## config.mk

```make
export PLATFORM = sky130hd
export DESIGN_NAME = ods_ctrl
export DESIGN_NICKNAME = d
export VERILOG_FILES = /design/src/logic/ods_pkg.sv /design/src/logic/ods_sync.sv /design/src/logic/ods_ctrl.sv
export SDC_FILE = /design/constraint.sdc
export NUM_CORES = 1
export LEC_CHECK = 0
export BUFFER_PORTS_ARGS = -buffer_cell sky130_fd_sc_hd__clkbuf_2
export CAP_MARGIN = 25
export CORE_MARGIN = 2
export CORE_UTILIZATION = 40
export CTS_CLUSTER_SIZE = 14
export DETAILED_ROUTE_END_ITERATION = 10
export SETUP_SLACK_MARGIN = 0.2
export SLEW_MARGIN = 0
export SYNTH_ARGS = -nofsm -noshare
export SYNTH_HDL_FRONTEND = slang
export SYNTH_HIERARCHICAL = 1
export SYNTH_SLANG_ARGS = --single-unit
```

## constraint.sdc

```tcl
create_clock -name pclk -period 5.7 [get_ports pclk]
set_input_delay 0 -clock pclk [delete_from_list [all_inputs] [get_ports pclk]]
set_output_delay 0 -clock pclk [all_outputs]
set_load 0.02 [all_outputs]
```

## src/logic/ods_pkg.sv

```systemverilog
// shared constants and types for the octal driver serial controller
package ods_pkg;

  // apb register offsets (byte addresses)
  localparam logic [7:0] ODS_CTRL_OFS = 8'h00;
  localparam logic [7:0] ODS_CMD_OFS = 8'h04;
  localparam logic [7:0] ODS_STATUS_OFS = 8'h08;
  localparam logic [7:0] ODS_SENSE_OFS = 8'h0c;

  // control register fields
  localparam int ODS_CTRL_START_BIT = 0;
  localparam int ODS_CTRL_WIDE_BIT = 1;
  localparam logic ODS_CTRL_WIDE_RST = 1'h0;

  // status register fields
  localparam int ODS_STAT_BUSY_BIT = 0;
  localparam int ODS_STAT_SETTLED_BIT = 1;
  localparam int ODS_STAT_TRIP_BIT = 2;
  localparam int ODS_STAT_DONE_BIT = 3;

  // sense register field positions
  localparam int ODS_SENSE_LSB = 0;
  localparam int ODS_SHORT_LOW_LSB = 8;
  localparam int ODS_OFF_HIGH_LSB = 16;

  // reset values
  localparam logic [7:0] ODS_CMD_RST = 8'h00;
  localparam logic [7:0] ODS_SENSE_RST = 8'h00;

  // channel and frame sizes
  localparam int ODS_CHANNELS = 8;
  localparam int ODS_DUMMY_CLOCKS = 8;

  // timing in printed units, then in pclk cycles
  localparam int ODS_CLK_PERIOD_NS = 10;
  localparam int ODS_SCLK_MAX_KHZ = 500;
  localparam int ODS_SCLK_HALF_CYC =
    (1000000 / (2 * ODS_SCLK_MAX_KHZ) + ODS_CLK_PERIOD_NS - 1) / ODS_CLK_PERIOD_NS;
  localparam int ODS_FIRST_EDGE_NS = 3000;
  localparam int ODS_FIRST_EDGE_CYC =
    (ODS_FIRST_EDGE_NS + ODS_CLK_PERIOD_NS - 1) / ODS_CLK_PERIOD_NS;
  localparam int ODS_END_GAP_NS = 1000;
  localparam int ODS_END_GAP_CYC =
    (ODS_END_GAP_NS + ODS_CLK_PERIOD_NS - 1) / ODS_CLK_PERIOD_NS;
  localparam int ODS_REPEAT_US = 300;
  localparam int ODS_REPEAT_CYC =
    (ODS_REPEAT_US * 1000 + ODS_CLK_PERIOD_NS - 1) / ODS_CLK_PERIOD_NS;
  localparam int ODS_SETTLE_US = 50;
  localparam int ODS_SETTLE_CYC =
    (ODS_SETTLE_US * 1000 + ODS_CLK_PERIOD_NS - 1) / ODS_CLK_PERIOD_NS;

  // transfer sequencer states
  typedef enum logic [2:0] {
    ODS_IDLE,
    ODS_HOLDOFF,
    ODS_LEAD,
    ODS_CLK_LOW,
    ODS_CLK_HIGH,
    ODS_TAIL
  } ods_state_type;

endpackage

```

## src/logic/ods_sync.sv

```systemverilog
// two-flop synchroniser for signals arriving from outside pclk
`timescale 1ns/1ps
module ods_sync #(
  parameter int WIDTH = 1
) (
  input wire logic pclk,
  input wire logic presetn,
  input wire logic [WIDTH-1:0] async_in,
  output logic [WIDTH-1:0] sync_out
);

  logic [WIDTH-1:0] meta_reg;

  // first stage feeds only the second stage
  always_ff @(posedge pclk or negedge presetn) begin
    if (!presetn) begin
      meta_reg <= '0;
      sync_out <= '0;
    end else begin
      meta_reg <= async_in;
      sync_out <= meta_reg;
    end
  end

endmodule

```

## src/logic/ods_ctrl.sv

```systemverilog
// apb-controlled master for an eight-channel high side driver serial port
`timescale 1ns/1ps
module ods_ctrl
  import ods_pkg::*;
#(
  parameter int SCLK_HALF = ODS_SCLK_HALF_CYC,
  parameter int FIRST_EDGE = ODS_FIRST_EDGE_CYC,
  parameter int END_GAP = ODS_END_GAP_CYC,
  parameter int REPEAT_GAP = ODS_REPEAT_CYC,
  parameter int SETTLE = ODS_SETTLE_CYC
) (
  input wire logic pclk,
  input wire logic presetn,
  input wire logic psel,
  input wire logic penable,
  input wire logic pwrite,
  input wire logic [7:0] paddr,
  input wire logic [31:0] pwdata,
  output logic [31:0] prdata,
  output logic pready,
  output logic pslverr,
  output logic sclk,
  output logic sdata_out,
  output logic select_n,
  input wire logic sdata_in
);

  localparam int CW = 20;
  localparam logic [CW-1:0] SAT = {CW{1'b1}};

  ods_state_type state_reg;
  logic [CW-1:0] cnt_reg;
  logic [CW-1:0] since_rise_reg;
  logic [4:0] bit_reg;
  logic wide_reg;
  logic [7:0] cmd_reg;
  logic [7:0] sent_cmd_reg;
  logic [7:0] frame_cmd_reg;
  logic [7:0] sense_reg;
  logic [7:0] shift_reg;
  logic [7:0] frame_req_reg;
  logic settled_reg;
  logic frame_settled_reg;
  logic done_reg;
  logic ever_sent_reg;
  logic sclk_reg;
  logic sdata_out_reg;
  logic select_n_reg;
  logic pready_reg;
  logic pslverr_reg;
  logic [31:0] prdata_reg;
  logic sdata_in_sync;
  logic access;
  logic commit;
  logic start_req;
  logic end_frame;
  logic [4:0] total_bits;
  logic [4:0] dummy_bits;
  logic [7:0] short_low;
  logic [7:0] off_high;
  logic trip;

  // device data line arrives from another domain; two flops before use
  ods_sync #(
    .WIDTH(1)
  ) u_sync (
    .pclk(pclk),
    .presetn(presetn),
    .async_in(sdata_in),
    .sync_out(sdata_in_sync)
  );

  // apb handshake: one wait cycle, then a registered answer
  assign access = psel && penable && !pready_reg;
  assign commit = psel && penable && pready_reg;
  assign start_req = commit && pwrite && (paddr == ODS_CTRL_OFS) &&
    pwdata[ODS_CTRL_START_BIT];
  assign end_frame = (state_reg == ODS_TAIL) && (cnt_reg == '0);

  // frame length: eight clocks, or eight dummies then eight in wide mode
  assign dummy_bits = wide_reg ? 5'(ODS_DUMMY_CLOCKS) : 5'h00;
  assign total_bits = dummy_bits + 5'(ODS_CHANNELS);

  // per-channel diagnosis from what was requested and what came back
  assign short_low = frame_req_reg & ~sense_reg;
  assign off_high = ~frame_req_reg & sense_reg & {8{frame_settled_reg}};
  assign trip = ((frame_req_reg ^ sense_reg) == 8'hff);

  // read mux for the register file
  function automatic logic [31:0] read_word(input logic [7:0] addr);
    logic [31:0] w;
    w = '0;
    case (addr)
      ODS_CTRL_OFS: w[ODS_CTRL_WIDE_BIT] = wide_reg;
      ODS_CMD_OFS: w[7:0] = cmd_reg;
      ODS_STATUS_OFS: begin
        w[ODS_STAT_BUSY_BIT] = (state_reg != ODS_IDLE);
        w[ODS_STAT_SETTLED_BIT] = frame_settled_reg;
        w[ODS_STAT_TRIP_BIT] = trip;
        w[ODS_STAT_DONE_BIT] = done_reg;
      end
      ODS_SENSE_OFS: begin
        w[ODS_SENSE_LSB +: 8] = sense_reg;
        w[ODS_SHORT_LOW_LSB +: 8] = short_low;
        w[ODS_OFF_HIGH_LSB +: 8] = off_high;
      end
      default: w = '0;
    endcase
    return w;
  endfunction

  // decode of mapped offsets
  function automatic logic mapped(input logic [7:0] addr);
    return (addr == ODS_CTRL_OFS) || (addr == ODS_CMD_OFS) ||
      (addr == ODS_STATUS_OFS) || (addr == ODS_SENSE_OFS);
  endfunction

  // apb answer registers
  always_ff @(posedge pclk or negedge presetn) begin
    if (!presetn) begin
      pready_reg <= 1'b0;
      pslverr_reg <= 1'b0;
      prdata_reg <= '0;
    end else begin
      pready_reg <= access;
      if (access) begin
        pslverr_reg <= !mapped(paddr);
        prdata_reg <= pwrite ? 32'h00000000 : read_word(paddr);
      end else begin
        pslverr_reg <= 1'b0;
      end
    end
  end

  // software-written configuration and command
  always_ff @(posedge pclk or negedge presetn) begin
    if (!presetn) begin
      wide_reg <= ODS_CTRL_WIDE_RST;
      cmd_reg <= ODS_CMD_RST;
    end else if (commit && pwrite) begin
      if (paddr == ODS_CTRL_OFS) begin
        wide_reg <= pwdata[ODS_CTRL_WIDE_BIT];
      end
      if (paddr == ODS_CMD_OFS) begin
        cmd_reg <= pwdata[7:0];
      end
    end
  end

  // done flag: end of frame wins over a software clear
  always_ff @(posedge pclk or negedge presetn) begin
    if (!presetn) begin
      done_reg <= 1'b0;
    end else if (end_frame) begin
      done_reg <= 1'b1;
    end else if (commit && pwrite && (paddr == ODS_STATUS_OFS) &&
        pwdata[ODS_STAT_DONE_BIT]) begin
      done_reg <= 1'b0;
    end
  end

  // time since select last rose; gates repeats and diagnostic settling
  always_ff @(posedge pclk or negedge presetn) begin
    if (!presetn) begin
      since_rise_reg <= SAT;
    end else if (end_frame) begin
      since_rise_reg <= '0;
    end else if (since_rise_reg != SAT) begin
      since_rise_reg <= since_rise_reg + 1'b1;
    end
  end

  // settled once the off-state diagnostic time has passed since the command
  always_ff @(posedge pclk or negedge presetn) begin
    if (!presetn) begin
      settled_reg <= 1'b0;
    end else begin
      settled_reg <= (since_rise_reg >= CW'(SETTLE));
    end
  end

  // transfer sequencer; this end alone starts frames
  always_ff @(posedge pclk or negedge presetn) begin
    if (!presetn) begin
      state_reg <= ODS_IDLE;
      cnt_reg <= '0;
      bit_reg <= '0;
      frame_cmd_reg <= ODS_CMD_RST;
    end else begin
      unique case (state_reg)
        ODS_IDLE: begin
          if (start_req) begin
            frame_cmd_reg <= cmd_reg;
            state_reg <= ODS_HOLDOFF;
          end
        end
        ODS_HOLDOFF: begin
          // same command again waits out the repeat spacing
          if (!ever_sent_reg || (frame_cmd_reg != sent_cmd_reg) ||
              (since_rise_reg >= CW'(REPEAT_GAP))) begin
            state_reg <= ODS_LEAD;
            cnt_reg <= CW'(FIRST_EDGE - 1);
            bit_reg <= '0;
          end
        end
        ODS_LEAD: begin
          if (cnt_reg == '0) begin
            state_reg <= ODS_CLK_LOW;
            cnt_reg <= CW'(SCLK_HALF - 1);
          end else begin
            cnt_reg <= cnt_reg - 1'b1;
          end
        end
        ODS_CLK_LOW: begin
          if (cnt_reg == '0) begin
            state_reg <= ODS_CLK_HIGH;
            cnt_reg <= CW'(SCLK_HALF - 1);
          end else begin
            cnt_reg <= cnt_reg - 1'b1;
          end
        end
        ODS_CLK_HIGH: begin
          if (cnt_reg != '0) begin
            cnt_reg <= cnt_reg - 1'b1;
          end else if (bit_reg == total_bits - 5'h01) begin
            state_reg <= ODS_TAIL;
            cnt_reg <= CW'(END_GAP - 1);
          end else begin
            state_reg <= ODS_CLK_LOW;
            cnt_reg <= CW'(SCLK_HALF - 1);
            bit_reg <= bit_reg + 5'h01;
          end
        end
        ODS_TAIL: begin
          if (cnt_reg == '0) begin
            state_reg <= ODS_IDLE;
          end else begin
            cnt_reg <= cnt_reg - 1'b1;
          end
        end
        // two of the eight codes are unused; fall back to idle
        default: state_reg <= ODS_IDLE;
      endcase
    end
  end

  // serial clock idles high and drops only for each bit's low half
  always_ff @(posedge pclk or negedge presetn) begin
    if (!presetn) begin
      sclk_reg <= 1'b1;
    end else begin
      sclk_reg <= !((state_reg == ODS_LEAD && cnt_reg == '0) ||
        (state_reg == ODS_CLK_LOW && cnt_reg != '0) ||
        (state_reg == ODS_CLK_HIGH && cnt_reg == '0 &&
         bit_reg != total_bits - 5'h01));
    end
  end

  // select low from leaving holdoff until the tail expires
  always_ff @(posedge pclk or negedge presetn) begin
    if (!presetn) begin
      select_n_reg <= 1'b1;
    end else if (state_reg == ODS_HOLDOFF && state_reg != ODS_IDLE) begin
      select_n_reg <= !(!ever_sent_reg || (frame_cmd_reg != sent_cmd_reg) ||
        (since_rise_reg >= CW'(REPEAT_GAP)));
    end else if (end_frame) begin
      select_n_reg <= 1'b1;
    end
  end

  // request bit driven as the clock falls, channel one first
  always_ff @(posedge pclk or negedge presetn) begin
    if (!presetn) begin
      sdata_out_reg <= 1'b0;
    end else if ((state_reg == ODS_LEAD && cnt_reg == '0) ||
        (state_reg == ODS_CLK_HIGH && cnt_reg == '0 &&
         bit_reg != total_bits - 5'h01)) begin
      // next bit index is 0 from lead, else bit_reg + 1
      if (state_reg == ODS_LEAD) begin
        sdata_out_reg <= (dummy_bits != 5'h00) ? 1'b0 : frame_cmd_reg[0];
      end else if (bit_reg + 5'h01 < dummy_bits) begin
        sdata_out_reg <= 1'b0;
      end else begin
        sdata_out_reg <= frame_cmd_reg[3'(bit_reg + 5'h01 - dummy_bits)];
      end
    end
  end

  // sense bit taken at the rising clock edge; dummy bits are dropped
  always_ff @(posedge pclk or negedge presetn) begin
    if (!presetn) begin
      shift_reg <= ODS_SENSE_RST;
    end else if (state_reg == ODS_CLK_LOW && cnt_reg == '0 && bit_reg >= dummy_bits) begin
      shift_reg[3'(bit_reg - dummy_bits)] <= sdata_in_sync;
    end
  end

  // sense results published when the frame closes, settled flag as the lead starts
  always_ff @(posedge pclk or negedge presetn) begin
    if (!presetn) begin
      sense_reg <= ODS_SENSE_RST;
      frame_req_reg <= ODS_CMD_RST;
      sent_cmd_reg <= ODS_CMD_RST;
      ever_sent_reg <= 1'b0;
      frame_settled_reg <= 1'b0;
    end else if (end_frame) begin
      sense_reg <= shift_reg;
      frame_req_reg <= sent_cmd_reg; // sense reflects the previous command
      sent_cmd_reg <= frame_cmd_reg;
      ever_sent_reg <= 1'b1;
    end else if (state_reg == ODS_LEAD && cnt_reg == CW'(FIRST_EDGE - 1)) begin
      frame_settled_reg <= settled_reg;
    end
  end

  assign sclk = sclk_reg;
  assign sdata_out = sdata_out_reg;
  assign select_n = select_n_reg;
  assign prdata = prdata_reg;
  assign pready = pready_reg;
  assign pslverr = pslverr_reg;

endmodule

```

Word level (Yosys, flattened, before mapping)
Index checks and enable logic that the tools add are counted.
W data, S select, Z words.
{"block": "word_totals", "register_bits": 140, "input_bits": 46}
{"block": "classes", "addsub": 7, "n_lt_le_gt_ge": 7, "eq_ne": 22, "n_mux": 39, "bitwise": 7, "reduce_logical": 50}
{"op": "$mux W20", "count": 6}
{"op": "$pmux W20 S4", "count": 1}
{"op": "$and A8 B8 Y8", "count": 3}
{"op": "$mux W24", "count": 1}
{"op": "$mux W3", "count": 7}
{"op": "$add A20 B1 Y20 const B", "count": 1}
{"op": "$eq A20 B9 Y1 const B", "count": 1}
{"op": "$ge A20 B13 Y1 const B", "count": 1}
{"op": "$ge A20 B15 Y1 const B", "count": 1}
{"op": "$logic_not A20 Y1", "count": 1}
{"op": "$ne A20 B20 Y1 const B", "count": 1}
{"op": "$reduce_bool A20 Y1", "count": 1}
{"op": "$sub A20 B1 Y20 const B", "count": 1}
{"op": "$logic_and A1 B1 Y1", "count": 18}
{"op": "$pmux W3 S6", "count": 1}
{"op": "$eq A8 B4 Y1 const B", "count": 2}
{"op": "$mux W16", "count": 1}
{"op": "$not A8 Y8", "count": 2}
{"op": "$mux W5", "count": 3}
{"op": "$ne A2 B2 Y1 const B", "count": 6}
{"op": "$mux W1", "count": 10}
{"op": "$pmux W5 S2", "count": 1}
{"op": "$bwmux W8", "count": 1}
{"op": "$eq A8 B3 Y1 const B", "count": 1}
{"op": "38 further kinds", "count": 60}

Logic depth before layout (Yosys ltp)
{"block": "depth", "word_depth": 7, "ltp_mapped": 9, "mapped_depth_nobuf": 7}

Hierarchy
The synthesis kept the hierarchy.
{"module": "ods_ctrl", "instances": 1, "cells_each": 715, "area_per_inst_um2": 7043.0, "seq_area_each_um2": 3280.6}
{"module": "ods_sync", "instances": 1, "cells_each": 2, "area_per_inst_um2": 50.0, "seq_area_each_um2": 50.0}

Least setup slack after synthesis
Ideal clock, no wire load.
{"block": "synth_timing", "path_kind": "register to register", "startpoint": "reg cnt_reg[0]", "endpoint": "reg shift_reg[2]", "arrival_time_ns": 2.657, "t_required_ns": 5.572, "slack_ns": 2.915, "stages_incl_launch_ff": 10, "period_less_slack_ns": 2.785, "path_cell_list": "dfrtp_1 > inv_1 > ha_1 > or3b_2 > or2_1 > buf_2 > or4_4 > buf_6 > nor4_1 > mux2_1"}
{"block": "synth_via", "elab_chain_cells": 3}
{"element": "start: declaration", "line": "ods_ctrl.sv:32", "source": "logic [CW-1:0] cnt_reg;"}
{"element": "start signal: assignment", "line": "ods_ctrl.sv:202", "source": "cnt_reg <= CW'(FIRST_EDGE - 1);"}
{"element": "start signal: assignment", "line": "ods_ctrl.sv:209", "source": "cnt_reg <= CW'(SCLK_HALF - 1);"}
{"element": "start signal: assignment", "line": "ods_ctrl.sv:211", "source": "cnt_reg <= cnt_reg - 1'b1;"}
{"element": "$logic_not A20 Y1", "line": "ods_ctrl.sv:293", "source": "end else if (state_reg == ODS_CLK_LOW && cnt_reg == '0 && bit_reg >= dummy_bits) begin"}
{"element": "$logic_and A1 B1 Y1 (2 in series)", "line": "ods_ctrl.sv:293"}
{"element": "end signal: indexed assignment", "line": "ods_ctrl.sv:294", "source": "shift_reg[3'(bit_reg - dummy_bits)] <= sdata_in_sync;"}
{"element": "end: declaration", "line": "ods_ctrl.sv:40", "source": "logic [7:0] shift_reg;"}
Every way passes these cells.
A chain may end at the register's enable or synchronous reset.

Worst setup path in the final report
{"block": "layout_timing", "startpoint": "reg cnt_reg[14]", "endpoint": "reg cnt_reg[1]"}
{"block": "layout_via", "elab_chain_cells": 3}
{"element": "$reduce_bool A20 Y1 / $logic_not A20 Y1 (equally long branches)"}
{"element": "$mux W20, or another cell as far along", "line": "ods_ctrl.sv:223", "source": "if (cnt_reg != '0) begin"}
{"element": "$pmux W20 S4 / $reduce_and A3 Y1 (equally long branches)"}
Several ways; a longest one is shown, not always the timed one.

==> summary.md <==
| Metric | Value |
|---|---|
| Setup slack after layout | 2640 ps |
| Placer Congestion | 0.866 |
| Antenna diode count | 0 |
| Asr flop ratio synth | 100% |
| Max Root-Sink Buffers | 2 |
| Largest net degree at the start of global routing | 79 |
| Global Route met1 Usage | 28.1% |
| Synthesis-to-finish area growth | 15.7% |
| Critical Path AT | 3360 ps |
| Final worst path period need | 3060 ps |
| Full die area | 0.0188 mm^2 |
| Max VDD drop | 199 uV |
| Area share of the largest cell type after synthesis | 38.8% |
| Drc violations | 0 |
| Initial core utilization | 41.0% |
| Global Route met3 Usage | 5.11% |
| Die X | 137 um |
| CTS root buf | clkbuf_16 |
| EDFF count, synth | 0 |
| Total number of vias | 5592 |
| Syn Inst Count | 717 |
| Most frequent cells in the layout | dfrtp_1, nand2_1, nor2_1, clkbuf_2, inv_1 |
| # setup viols final | 0 |
| Hold Crit Class | input port to flop |
| Yosys warning count | 6 |
| Max-Cap Viols | 0 |
| Leak pwr | 3.57 nW |
| Worst-margin pin slew | 898 ps |
| Commonest non-fill, non-tap cell in the layout | dfrtp_1 |
| Clock tree from TritonCTS | built |
| Pre-CTS setup slack | 2660 ps |
| Fin. Hold Viols | 0 |
| Fmax | 0.327 GHz |
| Final WL | 17100 um |
| Clock Latency Late Sink | 420 ps |
| CP Launch Type | flop |
| TritonCTS buffer count | 17 |
| Hold slack | 21.1 ps |
| Post-layout nets | 839 |
| Share of cells above drive strength 1 | 19.5% |
| Cell taking the most area after synthesis | dfrtp_1 |
| Global route hottest layer | met2 |
| Clk_skew | 7.34 ps |
| Top FF cell, synth | dfrtp_1 |
| Sequential fraction of the synthesis area | 47.0% |
| Core footprint | 0.0173 mm^2 |
| WP data required | 6000 ps |
| Die Height | 137 um |
| 1st-pass router iterations | 7 |
| GRT overflow | 0 |
| Antenna viol nets, final | 0 |
| GRT met2 Usage | 29.4% |
| Slew Limit Headroom | 38.6% |
| Post-route setup TNS | 0 ps |
| First-pass GRT wire length | 28800 um |
| Htree depth | 4 |
| Endpoint class of the critical path | flop |
| I/O pin count | 83 |
| Vias in the first global route | 5616 |
| Yosys cell types | 75 |
| Syn Area/Cell | 9.89 um^2 |
| Initial drt markers | 411 |
| Gr usage total | 19.7% |
| Final HPWL DP | 11800 um |
| Clock transition at path regs | 60 ps |
| CP Class | flop to flop |
| Fin crit share | 53.6% |
| Row count | 48 |
| Status | finished, final reports clean |
| WL/cell | 17.0 um |
| PortBufs | 50 |
| Max FFs per register | 24 |
| DR vias/cell | 5.56 |
| Num Clock Sinks | 132 |
| Max-slew violations | 0 |
| Worst-path maximum fanout | 16 |
| Synth Register Bits | 132 |
| Total power divided by cell area | 248 mW/mm^2 |
| Final core utilization | 47.4% |
| RSZ-0062 raised after global routing | no |
| Main area contributors after synthesis | dfrtp_1, dfstp_2, nand2_1 |
| Mapped Area | 0.00709 mm^2 |
| Initial antenna violation count | 0 |
## synthesized netlist by cell type (all sizes together), types with 9 or more instances
| cell | n |
|---|---|
| a211oi | 15 |
| a21oi | 9 |
| nand4 | 10 |
| mux2 | 32 |
| inv | 37 |
| dfstp | 22 |
| nand2 | 90 |
| dfrtp | 110 |
| xnor2 | 20 |
| ha | 25 |
| clkbuf | 32 |
| buf | 16 |
| nor3 | 25 |
| nor4 | 16 |
| a32o | 9 |
| nand3 | 18 |
| and3 | 10 |
| o21ai | 29 |
| nor2 | 49 |
## power by group
part	switching, mW	leakage [nW]	internal [mW]
Sequential	0.00138	1.71	0.940
Combinational	0.0361	1.59	0.0171
Clock	0.435	0.267	0.609
## layer usage
layer,up-vias,part of all wire (%)
met4,0,1.2
met2,124,46
li1,2683,-
met3,17,4.5
met1,2768,48
met5,-,0
## worst max-delay path, cell delays in order (launching register included)
cell     delay, ps
dfrtp_1        440
nor4_1         680
and4_1         670
a21o_1         530
nor2_1         290
mux2_2         340
## path summary, 6_finish.rpt
check | cells after the start | endpoint | startpoint | slack (ps)
min reg2reg | 0 | u_sync/sync_out$_DFF_PN0_ | u_sync/meta_reg$_DFF_PN0_ | 350
max | 5 | cnt_reg[1]$_DFFE_PN0P_ | cnt_reg[14]$_DFFE_PN0P_ | 2640
max in group asynchronous | 4 | sense_reg[0]$_DFFE_PN0P_ | presetn | 4220
min in group asynchronous | 2 | prdata[12]$_DFFE_PN0P_ | presetn | 100
max reg2reg | 5 | cnt_reg[1]$_DFFE_PN0P_ | cnt_reg[14]$_DFFE_PN0P_ | 2640
min | 4 | pslverr$_DFF_PN0_ | paddr[6] | 20
## stage by stage
stage,power (mW),instance area (um^2),std cells
4_1_cts,2.06,8180,1004
3_3_place_gp,1.00,7470,956
6_report,2.04,8210,1006
5_1_grt,2.11,8210,1006
2_1_floorplan,0.976,7120,724
3_5_place_dp,1.00,7480,958
## cell families after synthesis
logic type	after synthesis	share of synthesized area, %
AOI/OAI and AO/OA	136	14.0
xor gates and xnor gates	24	2.96
adders and majority gates	25	4.41
buffers and inverters	86	5.34
DFF	132	47.0
muxes	40	6.74
other	1	0.0529
and+or+nand+nor	273	19.6
## repair_timing
action | in CTS | in global routing
setup buffers | 0 | 0
hold endpoints to repair | 78 | 0
gates resized for setup | 0 | 0
hold buffers | 14 | 0
## final cells by class
type	instances	area, um^2
Fill cell	1628	9090
Multi-Input combinational cell	506	3420
Sequential cell	132	3330
Timing Repair Buffer	73	470
Clock buffer	20	437
Tap cell	225	282
Inverter	38	143
Clock inverter	12	124
(Power assumes the default switching activity.)
